--- src/design/bphp_pkg.sv ---
// Purpose: constants and types of the burst packet host port controller
// Assumes: 250 MHz core clock, 1 Mb/s serial clock made by division
// Notes:   offsets are byte addresses on a 32-bit APB slave
package bphp_pkg;

  localparam int CLK_MHZ       = 250;
  localparam int CS_GAP_NS     = 5000;
  localparam int CS_GAP_CYC    = (CS_GAP_NS * CLK_MHZ + 999) / 1000;
  localparam int LOAD_WAIT_NS  = 20000;
  localparam int LOAD_WAIT_CYC = (LOAD_WAIT_NS * CLK_MHZ + 999) / 1000;
  localparam int SCLK_HALF_NS  = 500;
  localparam int SCLK_HALF_CYC = (SCLK_HALF_NS * CLK_MHZ) / 1000;

  localparam logic [7:0] OFS_CTRL = 8'h00;
  localparam logic [7:0] OFS_CFGW = 8'h04;
  localparam logic [7:0] OFS_TXCH = 8'h08;
  localparam logic [7:0] OFS_RXCH = 8'h0c;
  localparam logic [7:0] OFS_LEN  = 8'h10;
  localparam logic [7:0] OFS_TXD  = 8'h14;
  localparam logic [7:0] OFS_RXD  = 8'h18;
  localparam logic [7:0] OFS_STAT = 8'h1c;

  localparam logic [15:0] CFGW_RST = 16'h0000;
  localparam logic [15:0] TXCH_RST = 16'h8088;  // tx_channel_word
  localparam logic [15:0] RXCH_RST = 16'h8008;  // rx_channel_word
  localparam logic [7:0]  LEN_RST  = 8'h04;

  localparam logic [7:0] CFG_BITS   = 8'd16;
  localparam logic [7:0] PAD_BITS   = 8'd3;
  localparam logic [7:0] DUMMY_BITS = 8'd2;
  localparam logic [7:0] TAIL_BITS  = 8'd3;

  localparam int ST_BUSY  = 0;
  localparam int ST_EVT   = 1;
  localparam int ST_TXF   = 2;
  localparam int ST_RXF   = 3;
  localparam int ST_DONE  = 4;
  localparam int ST_LOST  = 5;
  localparam int ST_SCLK  = 6;
  localparam int ST_STATE = 16;

  typedef enum logic [2:0] {
    CMD_NONE    = 3'h0,
    CMD_CFG     = 3'h1,
    CMD_TX      = 3'h2,
    CMD_RX      = 3'h3,
    CMD_STANDBY = 3'h4,
    CMD_SLEEP   = 3'h5
  } bphp_cmd_t;

  typedef enum logic [11:0] {
    S_IDLE      = 12'h001,
    S_CFG_SHIFT = 12'h002,
    S_CS_GAP    = 12'h004,
    S_LOAD_WAIT = 12'h008,
    S_TX_SHIFT  = 12'h010,
    S_TX_PAD    = 12'h020,
    S_TX_RUN    = 12'h040,
    S_RX_WAIT   = 12'h080,
    S_RX_DUMMY  = 12'h100,
    S_RX_SHIFT  = 12'h200,
    S_RX_TAIL   = 12'h400,
    S_SLEEP     = 12'h800
  } bphp_state_t;

endpackage : bphp_pkg

--- src/design/bphp_sync2.sv ---
// Purpose: two-flop synchroniser for one pin level
// Assumes: input is asynchronous to clk_i
// Notes:   first flop feeds only the second one
`timescale 1ns/10ps
module bphp_sync2 (
  input  wire logic clk_i,    // core clock
  input  wire logic rst_n_i,  // async reset, active low
  input  wire logic d_i,      // asynchronous level
  output logic      q_o       // synchronised level
);
  logic meta_q;

  always_ff @(posedge clk_i or negedge rst_n_i) begin
    if (!rst_n_i) begin
      meta_q <= 1'b0;
      q_o    <= 1'b0;
    end else begin
      meta_q <= d_i;
      q_o    <= meta_q;
    end
  end
endmodule : bphp_sync2

--- src/design/bphp_host.sv ---
// Purpose: host controller that sequences the radio's burst packet port
// Assumes: APB slave for software; radio pins driven directly
// Notes:   serial clock derived from CLK_I; pin inputs synchronised
//
// Contract
// - standby: power line high, chip select and mode line low
// - config kept across modes; after sleep or power-up reconfigure
// - config mode: mode low, chip select and power line high
// - write tx channel word, then chip select low at least 5 us
// - chip select low, raise power and mode lines: load/receive mode
// - wait 20 us in load mode before the first transmit bit
// - count transmit bits, stop at configured depth
// - three extra clocks after payload; device substitutes addresses
// - mode line low after loading starts radio transmission
// - write rx channel word, chip select low 5 us, enter receive
// - readout starts with two discarded dummy clocks
// - check flag after each byte; when low read one last byte
// - three discarded clocks after last byte re-arm the receiver
// - host-written destination bytes precede payload, not returned
// - configured destination, no sender: payload bytes only
// - config write: 16 bits, write flag, 7-bit register, value byte
// - sleep: power line low, mode line high; leave by full reset; code also leaves sleep on a standby order
// - cycle chip select low at least 5 us between config writes
`timescale 1ns/10ps
module bphp_host #(
  parameter int LOAD_WAIT = bphp_pkg::LOAD_WAIT_CYC  // 20 us in cycles
) (
  input  wire logic        CLK_I,                // 250 MHz core clock
  input  wire logic        RESETN_I,             // async reset, low
  input  wire logic        PSEL_I,               // apb select
  input  wire logic        PENABLE_I,            // apb enable
  input  wire logic        PWRITE_I,             // apb direction
  input  wire logic [7:0]  PADDR_I,              // apb byte address
  input  wire logic [31:0] PWDATA_I,             // apb write data
  output logic      [31:0] PRDATA_O,             // apb read data
  output logic             PREADY_O,             // apb ready
  output logic             PSLVERR_O,            // apb error
  output logic             CS_O,                 // radio chip select
  output logic             POWER_SELECT_LINE_O,  // radio power-mode line
  output logic             MODE_O,               // radio mode line
  output logic             SCLK_O,               // serial clock
  output logic             DATA_O,               // serial data out
  output logic             DATA_OE_O,            // drive enable of data
  input  wire logic        DATA_I,               // serial data pin in
  input  wire logic        EVENT_I               // radio event flag
);
  bphp_pkg::bphp_state_t st_q, st_d;
  bphp_pkg::bphp_cmd_t   op_q;

  logic        data_s, evt_s;
  logic [15:0] cfgw_q, txch_q, rxch_q, sh_q;
  logic [7:0]  len_q, tx_byte_q, rx_byte_q, tx_left_q, bit_cnt_q;
  logic [15:0] wt_q;
  logic [7:0]  hc_q;
  logic        tx_full_q, rx_full_q, done_q, lost_q, last_q;
  logic        byte_go_q, sclk_q, rx_bit_q;
  logic        cs_q, pm_q, md_q;
  logic        acc, wr, rd, err_c, cmd_ok, cmd_go, chg;
  logic        run, half_end, bit_done, rise, byte_end, tx_take, rx_go;
  logic [2:0]  cmd_w;
  logic [31:0] rdata_c;

  bphp_sync2 u_sync_data (
    .clk_i   (CLK_I),
    .rst_n_i (RESETN_I),
    .d_i     (DATA_I),
    .q_o     (data_s)
  );

  bphp_sync2 u_sync_evt (
    .clk_i   (CLK_I),
    .rst_n_i (RESETN_I),
    .d_i     (EVENT_I),
    .q_o     (evt_s)
  );

  // apb: zero-wait access phase, read data captured in the setup cycle
  assign acc      = PSEL_I & PENABLE_I;
  assign wr       = acc & PWRITE_I;
  assign rd       = acc & ~PWRITE_I;
  assign PREADY_O = acc;
  assign cmd_w    = PWDATA_I[2:0];

  always_comb begin
    cmd_ok = 1'b0;
    case (cmd_w)
      bphp_pkg::CMD_STANDBY, bphp_pkg::CMD_SLEEP: cmd_ok = 1'b1;
      bphp_pkg::CMD_CFG, bphp_pkg::CMD_TX, bphp_pkg::CMD_RX:
        cmd_ok = (st_q == bphp_pkg::S_IDLE);
      default: cmd_ok = 1'b0;
    endcase
  end

  always_comb begin
    err_c = 1'b0;
    case (PADDR_I)
      bphp_pkg::OFS_CTRL: err_c = PWRITE_I & ~cmd_ok;
      bphp_pkg::OFS_TXD:  err_c = PWRITE_I & tx_full_q;
      bphp_pkg::OFS_RXD:  err_c = PWRITE_I;
      bphp_pkg::OFS_CFGW, bphp_pkg::OFS_TXCH, bphp_pkg::OFS_RXCH,
      bphp_pkg::OFS_LEN, bphp_pkg::OFS_STAT: err_c = 1'b0;
      default: err_c = 1'b1;
    endcase
  end

  assign PSLVERR_O = acc & err_c;
  assign cmd_go    = wr & ~err_c & (PADDR_I == bphp_pkg::OFS_CTRL);

  always_comb begin
    rdata_c = 32'h0000_0000;
    case (PADDR_I)
      bphp_pkg::OFS_CTRL: rdata_c[2:0]  = op_q;
      bphp_pkg::OFS_CFGW: rdata_c[15:0] = cfgw_q;
      bphp_pkg::OFS_TXCH: rdata_c[15:0] = txch_q;
      bphp_pkg::OFS_RXCH: rdata_c[15:0] = rxch_q;
      bphp_pkg::OFS_LEN:  rdata_c[7:0]  = len_q;
      bphp_pkg::OFS_TXD:  rdata_c[7:0]  = tx_byte_q;
      bphp_pkg::OFS_RXD:  rdata_c[7:0]  = rx_byte_q;
      bphp_pkg::OFS_STAT: begin
        rdata_c[bphp_pkg::ST_BUSY] = (st_q != bphp_pkg::S_IDLE) &&
                                     (st_q != bphp_pkg::S_SLEEP);
        rdata_c[bphp_pkg::ST_EVT]  = evt_s;
        rdata_c[bphp_pkg::ST_TXF]  = tx_full_q;
        rdata_c[bphp_pkg::ST_RXF]  = rx_full_q;
        rdata_c[bphp_pkg::ST_DONE] = done_q;
        rdata_c[bphp_pkg::ST_LOST] = lost_q;
        rdata_c[bphp_pkg::ST_SCLK] = sclk_q;
        rdata_c[bphp_pkg::ST_STATE +: 12] = st_q;
      end
      default: rdata_c = 32'h0000_0000;
    endcase
  end

  always_ff @(posedge CLK_I or negedge RESETN_I) begin
    if (!RESETN_I) begin
      PRDATA_O <= 32'h0000_0000;
    end else if (PSEL_I && !PENABLE_I && !PWRITE_I) begin
      PRDATA_O <= rdata_c;
    end
  end

  always_ff @(posedge CLK_I or negedge RESETN_I) begin
    if (!RESETN_I) begin
      cfgw_q <= bphp_pkg::CFGW_RST;
      txch_q <= bphp_pkg::TXCH_RST;
      rxch_q <= bphp_pkg::RXCH_RST;
      len_q  <= bphp_pkg::LEN_RST;
    end else if (wr) begin
      case (PADDR_I)
        bphp_pkg::OFS_CFGW: cfgw_q <= PWDATA_I[15:0];
        bphp_pkg::OFS_TXCH: txch_q <= PWDATA_I[15:0];
        bphp_pkg::OFS_RXCH: rxch_q <= PWDATA_I[15:0];
        bphp_pkg::OFS_LEN:  len_q  <= PWDATA_I[7:0];
        default: ;
      endcase
    end
  end

  // sequencer
  assign chg = (st_d != st_q);

  always_comb begin
    st_d = st_q;
    case (st_q)
      bphp_pkg::S_IDLE:
        if (cmd_go && (cmd_w == bphp_pkg::CMD_CFG || cmd_w ==
            bphp_pkg::CMD_TX || cmd_w == bphp_pkg::CMD_RX)) begin
          st_d = bphp_pkg::S_CFG_SHIFT;
        end
      bphp_pkg::S_CFG_SHIFT:
        if (bit_done && bit_cnt_q == bphp_pkg::CFG_BITS - 8'd1) begin
          st_d = bphp_pkg::S_CS_GAP;
        end
      bphp_pkg::S_CS_GAP:
        if (wt_q == 16'(bphp_pkg::CS_GAP_CYC - 1)) begin
          case (op_q)
            bphp_pkg::CMD_TX: st_d = bphp_pkg::S_LOAD_WAIT;
            bphp_pkg::CMD_RX: st_d = bphp_pkg::S_RX_WAIT;
            default:          st_d = bphp_pkg::S_IDLE;
          endcase
        end
      bphp_pkg::S_LOAD_WAIT:
        if (wt_q == 16'(LOAD_WAIT - 1)) begin
          st_d = (len_q == 8'd0) ? bphp_pkg::S_TX_PAD
                                 : bphp_pkg::S_TX_SHIFT;
        end
      bphp_pkg::S_TX_SHIFT:
        if (byte_end && tx_left_q == 8'd1) begin
          st_d = bphp_pkg::S_TX_PAD;
        end
      bphp_pkg::S_TX_PAD:
        if (bit_done && bit_cnt_q == bphp_pkg::PAD_BITS - 8'd1) begin
          st_d = bphp_pkg::S_TX_RUN;
        end
      bphp_pkg::S_TX_RUN:
        if (evt_s) begin
          st_d = bphp_pkg::S_IDLE;
        end
      bphp_pkg::S_RX_WAIT:
        if (evt_s) begin
          st_d = bphp_pkg::S_RX_DUMMY;
        end
      bphp_pkg::S_RX_DUMMY:
        if (bit_done && bit_cnt_q == bphp_pkg::DUMMY_BITS - 8'd1) begin
          st_d = bphp_pkg::S_RX_SHIFT;
        end
      bphp_pkg::S_RX_SHIFT:
        if (byte_end && last_q) begin
          st_d = bphp_pkg::S_RX_TAIL;
        end
      bphp_pkg::S_RX_TAIL:
        if (bit_done && bit_cnt_q == bphp_pkg::TAIL_BITS - 8'd1) begin
          st_d = bphp_pkg::S_RX_WAIT;
        end
      bphp_pkg::S_SLEEP: st_d = bphp_pkg::S_SLEEP;
      default:           st_d = bphp_pkg::S_IDLE;
    endcase
    // standby and sleep abort any sequence in flight
    if (cmd_go && cmd_w == bphp_pkg::CMD_STANDBY) begin
      st_d = bphp_pkg::S_IDLE;
    end
    if (cmd_go && cmd_w == bphp_pkg::CMD_SLEEP) begin
      st_d = bphp_pkg::S_SLEEP;
    end
  end

  always_ff @(posedge CLK_I or negedge RESETN_I) begin
    if (!RESETN_I) begin
      st_q <= bphp_pkg::S_IDLE;
      op_q <= bphp_pkg::CMD_NONE;
    end else begin
      st_q <= st_d;
      if (cmd_go) begin
        op_q <= bphp_pkg::bphp_cmd_t'(cmd_w);
      end
    end
  end

  // control lines {chip select, power, mode} follow state entries
  always_ff @(posedge CLK_I or negedge RESETN_I) begin
    if (!RESETN_I) begin
      cs_q <= 1'b0;
      pm_q <= 1'b1;
      md_q <= 1'b0;
    end else if (chg || cmd_go) begin
      // a standby order re-drives its levels even when already idle
      case (st_d)
        bphp_pkg::S_CFG_SHIFT: begin
          cs_q <= 1'b1;
          pm_q <= 1'b1;
          md_q <= 1'b0;
        end
        bphp_pkg::S_CS_GAP: cs_q <= 1'b0;
        bphp_pkg::S_LOAD_WAIT, bphp_pkg::S_RX_WAIT: begin
          if (st_q == bphp_pkg::S_CS_GAP) begin
            pm_q <= 1'b1;
            md_q <= 1'b1;
          end
        end
        bphp_pkg::S_TX_RUN: md_q <= 1'b0;
        bphp_pkg::S_SLEEP: begin
          cs_q <= 1'b0;
          pm_q <= 1'b0;
          md_q <= 1'b1;
        end
        bphp_pkg::S_IDLE: begin
          if (st_q == bphp_pkg::S_CS_GAP && !cmd_go) begin
            cs_q <= 1'b1;
          end else begin
            cs_q <= 1'b0;
            pm_q <= 1'b1;
            md_q <= 1'b0;
          end
        end
        default: ;
      endcase
    end
  end

  always_ff @(posedge CLK_I or negedge RESETN_I) begin
    if (!RESETN_I) begin
      wt_q <= 16'h0000;
    end else if (chg) begin
      wt_q <= 16'h0000;
    end else if (st_q == bphp_pkg::S_CS_GAP ||
                 st_q == bphp_pkg::S_LOAD_WAIT) begin
      wt_q <= wt_q + 16'h0001;
    end
  end

  // serial clock: low half presents data, rising edge samples
  assign run = (st_q == bphp_pkg::S_CFG_SHIFT) ||
               (st_q == bphp_pkg::S_TX_PAD) ||
               (st_q == bphp_pkg::S_RX_DUMMY) ||
               (st_q == bphp_pkg::S_RX_TAIL) ||
               (((st_q == bphp_pkg::S_TX_SHIFT) ||
                 (st_q == bphp_pkg::S_RX_SHIFT)) && byte_go_q);
  assign half_end = (hc_q == 8'(bphp_pkg::SCLK_HALF_CYC - 1));
  assign bit_done = run & half_end & sclk_q;
  assign rise     = run & half_end & ~sclk_q;
  assign byte_end = bit_done & (bit_cnt_q[2:0] == 3'd7) &
                    ((st_q == bphp_pkg::S_TX_SHIFT) ||
                     (st_q == bphp_pkg::S_RX_SHIFT));
  assign tx_take  = (st_q == bphp_pkg::S_TX_SHIFT) & ~byte_go_q &
                    tx_full_q;
  assign rx_go    = (st_q == bphp_pkg::S_RX_SHIFT) & ~byte_go_q &
                    ~rx_full_q;

  always_ff @(posedge CLK_I or negedge RESETN_I) begin
    if (!RESETN_I) begin
      hc_q   <= 8'h00;
      sclk_q <= 1'b0;
    end else if (!run || chg) begin
      hc_q   <= 8'h00;
      sclk_q <= 1'b0;
    end else if (half_end) begin
      hc_q   <= 8'h00;
      sclk_q <= ~sclk_q;
    end else begin
      hc_q <= hc_q + 8'h01;
    end
  end

  always_ff @(posedge CLK_I or negedge RESETN_I) begin
    if (!RESETN_I) begin
      bit_cnt_q <= 8'h00;
      rx_bit_q  <= 1'b0;
    end else begin
      if (chg) begin
        bit_cnt_q <= 8'h00;
      end else if (bit_done) begin
        bit_cnt_q <= bit_cnt_q + 8'h01;
      end
      if (rise) begin
        rx_bit_q <= data_s;
      end
    end
  end

  // a byte waits at its boundary until data is there or room is free
  always_ff @(posedge CLK_I or negedge RESETN_I) begin
    if (!RESETN_I) begin
      byte_go_q <= 1'b0;
    end else if (chg || byte_end) begin
      byte_go_q <= 1'b0;
    end else if (tx_take || rx_go) begin
      byte_go_q <= 1'b1;
    end
  end

  always_ff @(posedge CLK_I or negedge RESETN_I) begin
    if (!RESETN_I) begin
      sh_q <= 16'h0000;
    end else if (st_q == bphp_pkg::S_IDLE &&
                 st_d == bphp_pkg::S_CFG_SHIFT) begin
      case (cmd_w)
        bphp_pkg::CMD_TX: sh_q <= txch_q;
        bphp_pkg::CMD_RX: sh_q <= rxch_q;
        default:          sh_q <= cfgw_q;
      endcase
    end else if (tx_take) begin
      sh_q <= {tx_byte_q, 8'h00};
    end else if (bit_done) begin
      sh_q <= {sh_q[14:0], rx_bit_q};
    end
  end

  always_ff @(posedge CLK_I or negedge RESETN_I) begin
    if (!RESETN_I) begin
      tx_left_q <= 8'h00;
    end else if (st_q == bphp_pkg::S_LOAD_WAIT) begin
      tx_left_q <= len_q;
    end else if (byte_end && st_q == bphp_pkg::S_TX_SHIFT) begin
      tx_left_q <= tx_left_q - 8'h01;
    end
  end

  always_ff @(posedge CLK_I or negedge RESETN_I) begin
    if (!RESETN_I) begin
      last_q <= 1'b0;
    end else if (chg) begin
      last_q <= 1'b0;
    end else if (byte_end && st_q == bphp_pkg::S_RX_SHIFT && !evt_s) begin
      last_q <= 1'b1;
    end
  end

  always_ff @(posedge CLK_I or negedge RESETN_I) begin
    if (!RESETN_I) begin
      tx_byte_q <= 8'h00;
      tx_full_q <= 1'b0;
    end else begin
      if (wr && !err_c && PADDR_I == bphp_pkg::OFS_TXD) begin
        tx_byte_q <= PWDATA_I[7:0];
        tx_full_q <= 1'b1;
      end else if (tx_take) begin
        tx_full_q <= 1'b0;
      end
    end
  end

  // received byte: a new byte wins over a read in the same cycle
  always_ff @(posedge CLK_I or negedge RESETN_I) begin
    if (!RESETN_I) begin
      rx_byte_q <= 8'h00;
      rx_full_q <= 1'b0;
    end else if (byte_end && st_q == bphp_pkg::S_RX_SHIFT) begin
      rx_byte_q <= {sh_q[6:0], rx_bit_q};
      rx_full_q <= 1'b1;
    end else if (rd && PADDR_I == bphp_pkg::OFS_RXD) begin
      rx_full_q <= 1'b0;
    end
  end

  // done is set by the event, cleared by writing one; set wins
  always_ff @(posedge CLK_I or negedge RESETN_I) begin
    if (!RESETN_I) begin
      done_q <= 1'b0;
      lost_q <= 1'b1;
    end else begin
      if (st_q == bphp_pkg::S_TX_RUN && evt_s) begin
        done_q <= 1'b1;
      end else if (wr && PADDR_I == bphp_pkg::OFS_STAT &&
                   PWDATA_I[bphp_pkg::ST_DONE]) begin
        done_q <= 1'b0;
      end
      if (st_d == bphp_pkg::S_SLEEP) begin
        lost_q <= 1'b1;
      end else if (st_q == bphp_pkg::S_CS_GAP && chg &&
                   op_q == bphp_pkg::CMD_CFG) begin
        lost_q <= 1'b0;
      end
    end
  end

  assign CS_O                = cs_q;
  assign POWER_SELECT_LINE_O = pm_q;
  assign MODE_O              = md_q;
  assign SCLK_O              = sclk_q;
  assign DATA_O              = sh_q[15];
  assign DATA_OE_O           = (st_q == bphp_pkg::S_CFG_SHIFT) ||
                               (st_q == bphp_pkg::S_TX_SHIFT) ||
                               (st_q == bphp_pkg::S_TX_PAD);
endmodule : bphp_host

--- config.mk ---
export PLATFORM = sky130hd
export DESIGN_NAME = bphp_host
export DESIGN_NICKNAME = d
export VERILOG_FILES = /design/src/design/bphp_pkg.sv /design/src/design/bphp_sync2.sv /design/src/design/bphp_host.sv
export SDC_FILE = /design/constraint.sdc
export NUM_CORES = 1
export LEC_CHECK = 0
export ABC_AREA = 0
export BUFFER_PORTS_ARGS = -buffer_cell sky130_fd_sc_hd__buf_2
export CORE_ASPECT_RATIO = 0.6
export CORE_MARGIN = 4
export CORE_UTILIZATION = 45
export DETAILED_ROUTE_END_ITERATION = 8
export GPL_TIMING_DRIVEN = 0
export HOLD_SLACK_MARGIN = 0.15
export PLACE_DENSITY_LB_ADDON = 0.15
export RECOVER_POWER = 25
export SLEW_MARGIN = 20
export SYNTH_ARGS = -nofsm -noshare
export SYNTH_HDL_FRONTEND = slang
export SYNTH_SLANG_ARGS = --single-unit
--- constraint.sdc ---
create_clock -name CLK_I -period 6.4 [get_ports CLK_I]
set_clock_uncertainty 0.15 [all_clocks]
set_input_delay 0 -clock CLK_I [delete_from_list [all_inputs] [get_ports CLK_I]]
set_output_delay 0 -clock CLK_I [all_outputs]
set_load 0.005 [all_outputs]
==> impl_summary.md <==
Power
The total power consumption of the routed design is 2.688 mW. Power spread over the standard cell area amounts to 231.7 nW/um2. The share of total power dissipated in sequential elements is between 40 and 50%. The total internal power is 1.969 mW. Net switching is a little over a quarter of the power. The worst IR drop on VDD is a little over 0.0002 V. In this run the static leakage power is 5.238 nW. Of the total power, the clock network draws 42.2%.

The power dissipated by switching net loads is 0.7192 mW. Of the total power, combinational logic draws 13.1%.

Clock tree
The largest buffer count on any clock path is 2. Clock-pin slew was measured on the worst setup and hold paths at 70 ps. In this run the clock root is driven by a sky130_fd_sc_hd__clkbuf_16. The number of gates resized after CTS was 0.

The H-tree depth is 4. TritonCTS built the clock tree. Clock tree synthesis inserted a total of 17 buffers.

The clock net in this run drives a total of 186 sinks. The clock latency of the later-clocked register in the worst-skew pair is 460 ps.

Global routing
The total overflow left after global routing is 0. The met2 capacity usage during global routing is approximately 30%. The layer with the highest usage after global routing is met1.

For this run, global-route usage on met3 was measured as 9.341%. The overall track demand over capacity in global routing is 25.79%. The initial antenna violation count is 0. Entering global routing, the biggest net connects a little over 80 pins. The number of global-route vias before repair is roughly 7600. The global-route met1 utilization is 43.92%. The global-route wire length before repair is ~47000 um.

Synth
Yosys attributes the largest share of cell area to sky130_fd_sc_hd__dfrtp_1, sky130_fd_sc_hd__mux2_2, sky130_fd_sc_hd__mux2i_1, sky130_fd_sc_hd__nor2_1, sky130_fd_sc_hd__nand2_1. The top cell type by area accounts for 44.50% of the synthesized area. The number of enable flip-flop cells after synthesis is 0. The commonest cells after synthesis are sky130_fd_sc_hd__dfrtp_1, sky130_fd_sc_hd__nor2_1, sky130_fd_sc_hd__nand2_1.

Yosys printed 0 warnings. The number of distinct library cells after synthesis is 70. The synthesized design contains roughly 190 register bits.

The cell area after synthesis is 9953 um2. The most area-hungry cell type in the Yosys netlist is sky130_fd_sc_hd__dfrtp_1. The post-synthesis async set-or-reset flop share is between 90% and 100%.

A synthesized cell averages 10.05 um2. The most used flip-flop cell after synthesis is sky130_fd_sc_hd__dfrtp_1. The cell with the most instances after synthesis is sky130_fd_sc_hd__dfrtp_1. Sequential elements use between 40% and 50% of the synthesized area. The synthesized instance count is 990.

Route
Once detail routing completed, the nets flagged for antenna violations numbered 0. The detailed router placed 8224 vias in this run. Before antenna repair, the detailed router went through 6 iterations.

The mean routed wirelength per cell is about 22 um. For this run, design rule violations remaining after detail routing come to 0. The final layout contains routed wiring with a total length of approximately 31000 um.

The average via count per standard cell is 5.862. In this run, the number of DRC markers left after iteration 0 of detailed routing was 775.

Setup path
The number of buffers and inverters on the critical path is 3. The depth of the worst register-to-register path is 10. The data required time of the critical path is 6590 ps. Along the worst path, the maximum fanout reaches 10. The launch point of the worst reg-to-reg path is st_q[7]$_DFF_PN0_. The largest single stage delay on the critical path is 710 ps. The cell type of the slowest stage on the worst timing path is sky130_fd_sc_hd__nor3_1. The worst setup path is launched from a flip-flop. The worst setup path is captured at a flip-flop. The critical path goes through buf_2, nor3_1, and4_1, nor3_1, nor3_1, clkbuf_1, nand2_1, nor2_1, buf_1, mux2_2. The terminus of the critical flop-to-flop path is rx_byte_q[2]$_DFFE_PN0P_. The arrival time at the worst endpoint is approximately 4500 ps. The minimum setup slack among reg-to-reg paths is 2140 ps.

The cell that appears most often on the critical path is sky130_fd_sc_hd__nor3_1. By startpoint and endpoint, the worst setup path is classified as flip-flop to flip-flop. Grouping stages by cell kind, the critical path spends the most delay in simple AND/OR/NAND/NOR gates.

STA
At the pin with the least slew margin, the transition time is 1414 ps. The count of final max-slew check failures is 0. The period utilization is 66.61%. The post-route worst setup slack is approximately 2100 ps. The maximum clock frequency is 234.6 MHz.

The final number of hold-violating endpoints was 0. Setup total negative slack on the finished layout was measured at 0 ps. The headroom to the max-slew limit is roughly 5.7%. The total setup violations reported at the end of the flow is 0. The clock period could shrink to 4263 ps. Setup repair after global routing left no endpoint under its margin.

Hold path
The worst hold path belongs to the class input port to flip-flop. The end of the worst hold path is POWER_SELECT_LINE_O$_DFFE_PN1P_. In this run the most critical hold path is launched from PADDR_I[6]. The worst hold path depth is 7.

Floorplan
From bottom edge to top edge, the die measures 123.2 um. The initial cell density of the core is 46.53%. From left edge to right edge, the die measures around 200 um.

During I/O placement, the number of pins put on the boundary was between 80 and 90. The floorplan step defined a core boundary enclosing 21390 um2. The number of rows in the core area is 41. The floorplan step defined a die boundary enclosing between 20000 and 25000 um2.

Placed design
The congestion estimate from routability-driven global placement came to 0.9652. Detailed placement ended at an HPWL of approximately 23000 um. The count of buffers added on input and output ports is 65. At the placement stage, the worst setup path has a slack of 2242 ps.

Job
Max-cap violations in this run came to 0.

Final layout
Compared with the post-synthesis result, the final layout area differs by 16.56%. Once layout is complete, the utilization of the core stands at between 50% and 60%. Of the cells placed in the final design, the portion with a size suffix greater than 1 is roughly 18%. At the end of the flow, the number of nets in the layout was 1168. The number of antenna repair diodes is 0.

Status
The flow ran to the end, and the final reports show no timing, DRC or antenna violations.
## worst min-delay path: stages
cell                       delay [ps]
sky130_fd_sc_hd__buf_2             70
sky130_fd_sc_hd__or4_1            180
sky130_fd_sc_hd__nor4_2           100
sky130_fd_sc_hd__nand2_1           70
sky130_fd_sc_hd__nand4_1          140
sky130_fd_sc_hd__o221ai_1         120
sky130_fd_sc_hd__a21oi_1           80
## worst max-delay path by stage
stage	from	end	slack [ps]	depth (start not counted)
floorplan	st_q[0]$_DFF_PN1_	hc_q[2]$_DFF_PN0_	3060	12
global placement	RESETN_I	PRDATA_O[22]$_DFFE_PN0P_	2010	1
detailed placement	st_q[7]$_DFF_PN0_	rx_byte_q[5]$_DFFE_PN0P_	2240	10
CTS	st_q[7]$_DFF_PN0_	rx_byte_q[2]$_DFFE_PN0P_	2220	10
global route	st_q[7]$_DFF_PN0_	rx_byte_q[1]$_DFFE_PN0P_	1940	10
finish	st_q[7]$_DFF_PN0_	rx_byte_q[2]$_DFFE_PN0P_	2140	10
## placed cells by master (no fill, tap or decap), types with 5 or more instances in the layout
cell,instances
sky130_fd_sc_hd__nand4_1,19
sky130_fd_sc_hd__a21oi_1,46
sky130_fd_sc_hd__xor2_1,22
sky130_fd_sc_hd__nand3_1,29
sky130_fd_sc_hd__and3_1,11
sky130_fd_sc_hd__dfrtp_1,177
sky130_fd_sc_hd__a211oi_1,8
sky130_fd_sc_hd__nor3_1,27
sky130_fd_sc_hd__dfstp_2,9
sky130_fd_sc_hd__o31ai_1,8
sky130_fd_sc_hd__a21o_1,6
sky130_fd_sc_hd__clkbuf_16,17
sky130_fd_sc_hd__mux2i_1,52
sky130_fd_sc_hd__nor2_1,97
sky130_fd_sc_hd__dlygate4sd3_1,30
sky130_fd_sc_hd__nor3b_1,5
sky130_fd_sc_hd__nand2_1,82
sky130_fd_sc_hd__buf_1,8
sky130_fd_sc_hd__or4_1,8
sky130_fd_sc_hd__ha_1,10
sky130_fd_sc_hd__inv_1,24
sky130_fd_sc_hd__mux2_2,77
sky130_fd_sc_hd__o22ai_1,5
sky130_fd_sc_hd__o211ai_1,6
sky130_fd_sc_hd__and4_1,5
sky130_fd_sc_hd__xnor2_1,15
sky130_fd_sc_hd__or3_1,16
sky130_fd_sc_hd__nor2b_1,9
sky130_fd_sc_hd__a22o_1,16
sky130_fd_sc_hd__clkbuf_1,60
sky130_fd_sc_hd__buf_2,56
sky130_fd_sc_hd__nor3b_2,6
sky130_fd_sc_hd__nor4_1,16
sky130_fd_sc_hd__nand2b_1,6
sky130_fd_sc_hd__o21ai_0,48
## sequential cells by signal, summed over array words and instances (netlist names), 3 cells and up
| name | cells |
|---|---|
| st_q | 12 |
| rx_byte_q | 8 |
| hc_q | 8 |
| tx_left_q | 8 |
| sh_q | 16 |
| rxch_q | 16 |
| wt_q | 16 |
| op_q | 3 |
| txch_q | 16 |
| tx_byte_q | 8 |
| PRDATA_O | 28 |
| bit_cnt_q | 8 |
| len_q | 8 |
| cfgw_q | 16 |
## power by group through the flow
stage	Clock (mW)	Sequential (mW)	Combinational, mW
5_1_grt	1.20	1.20	0.377
3_5_place_dp	0	1.22	0.331
3_3_place_gp	0	1.22	0.327
6_report	1.13	1.20	0.351
4_1_cts	1.15	1.20	0.348
2_1_floorplan	0	1.22	0.194
## layout make-up
cell class | instances | area [um2]
clock buffers | 21 | 450.4
multi-input cells | 723 | 4942
fillers | 1942 | 9791
inverters | 24 | 90.09
plain buffers | 60 | 272.8
clock inverters | 11 | 171.4
repair buffers | 99 | 659.4
flip-flops and latches | 186 | 4666
well taps | 279 | 349.1
## cell families after synthesis
group           count (synthesis)  synth area share, %
mux                           132                14.62
buf+inv                        84                3.646
fa+ha+maj                      11                1.358
simple gates                  367                19.22
compound gates                172                10.99
other cells                     1              0.03768
flops                         186                46.88
xor+xnor                       37                3.256
## per-layer routing
metal	routed length, um	part of all wire [%]	vias to the layer above
met5	0	0	-
met2	10890	35	337
met4	242	0.79	0
met1	16010	52	4071
met3	3586	12	18
li1	-	-	3798
## per-stage QoR
stage | hold slack, ps | instances | instance area, um2
after floorplan | -445.6 | 993 | 9965
after global placement | -42.41 | 1337 | 10640
after detailed placement | -289.8 | 1340 | 10720
after CTS | 155.1 | 1403 | 11660
after global routing | 207.0 | 1403 | 11600
final | 168.0 | 1403 | 11600
## repair_timing
item                                   CTS  global route
endpoints found under the hold margin  259             0
hold buffers                            31             0
buffers inserted                         0             0
setup endpoints to repair                0             0
No activity file was read; power rests on OpenSTA's default activity.
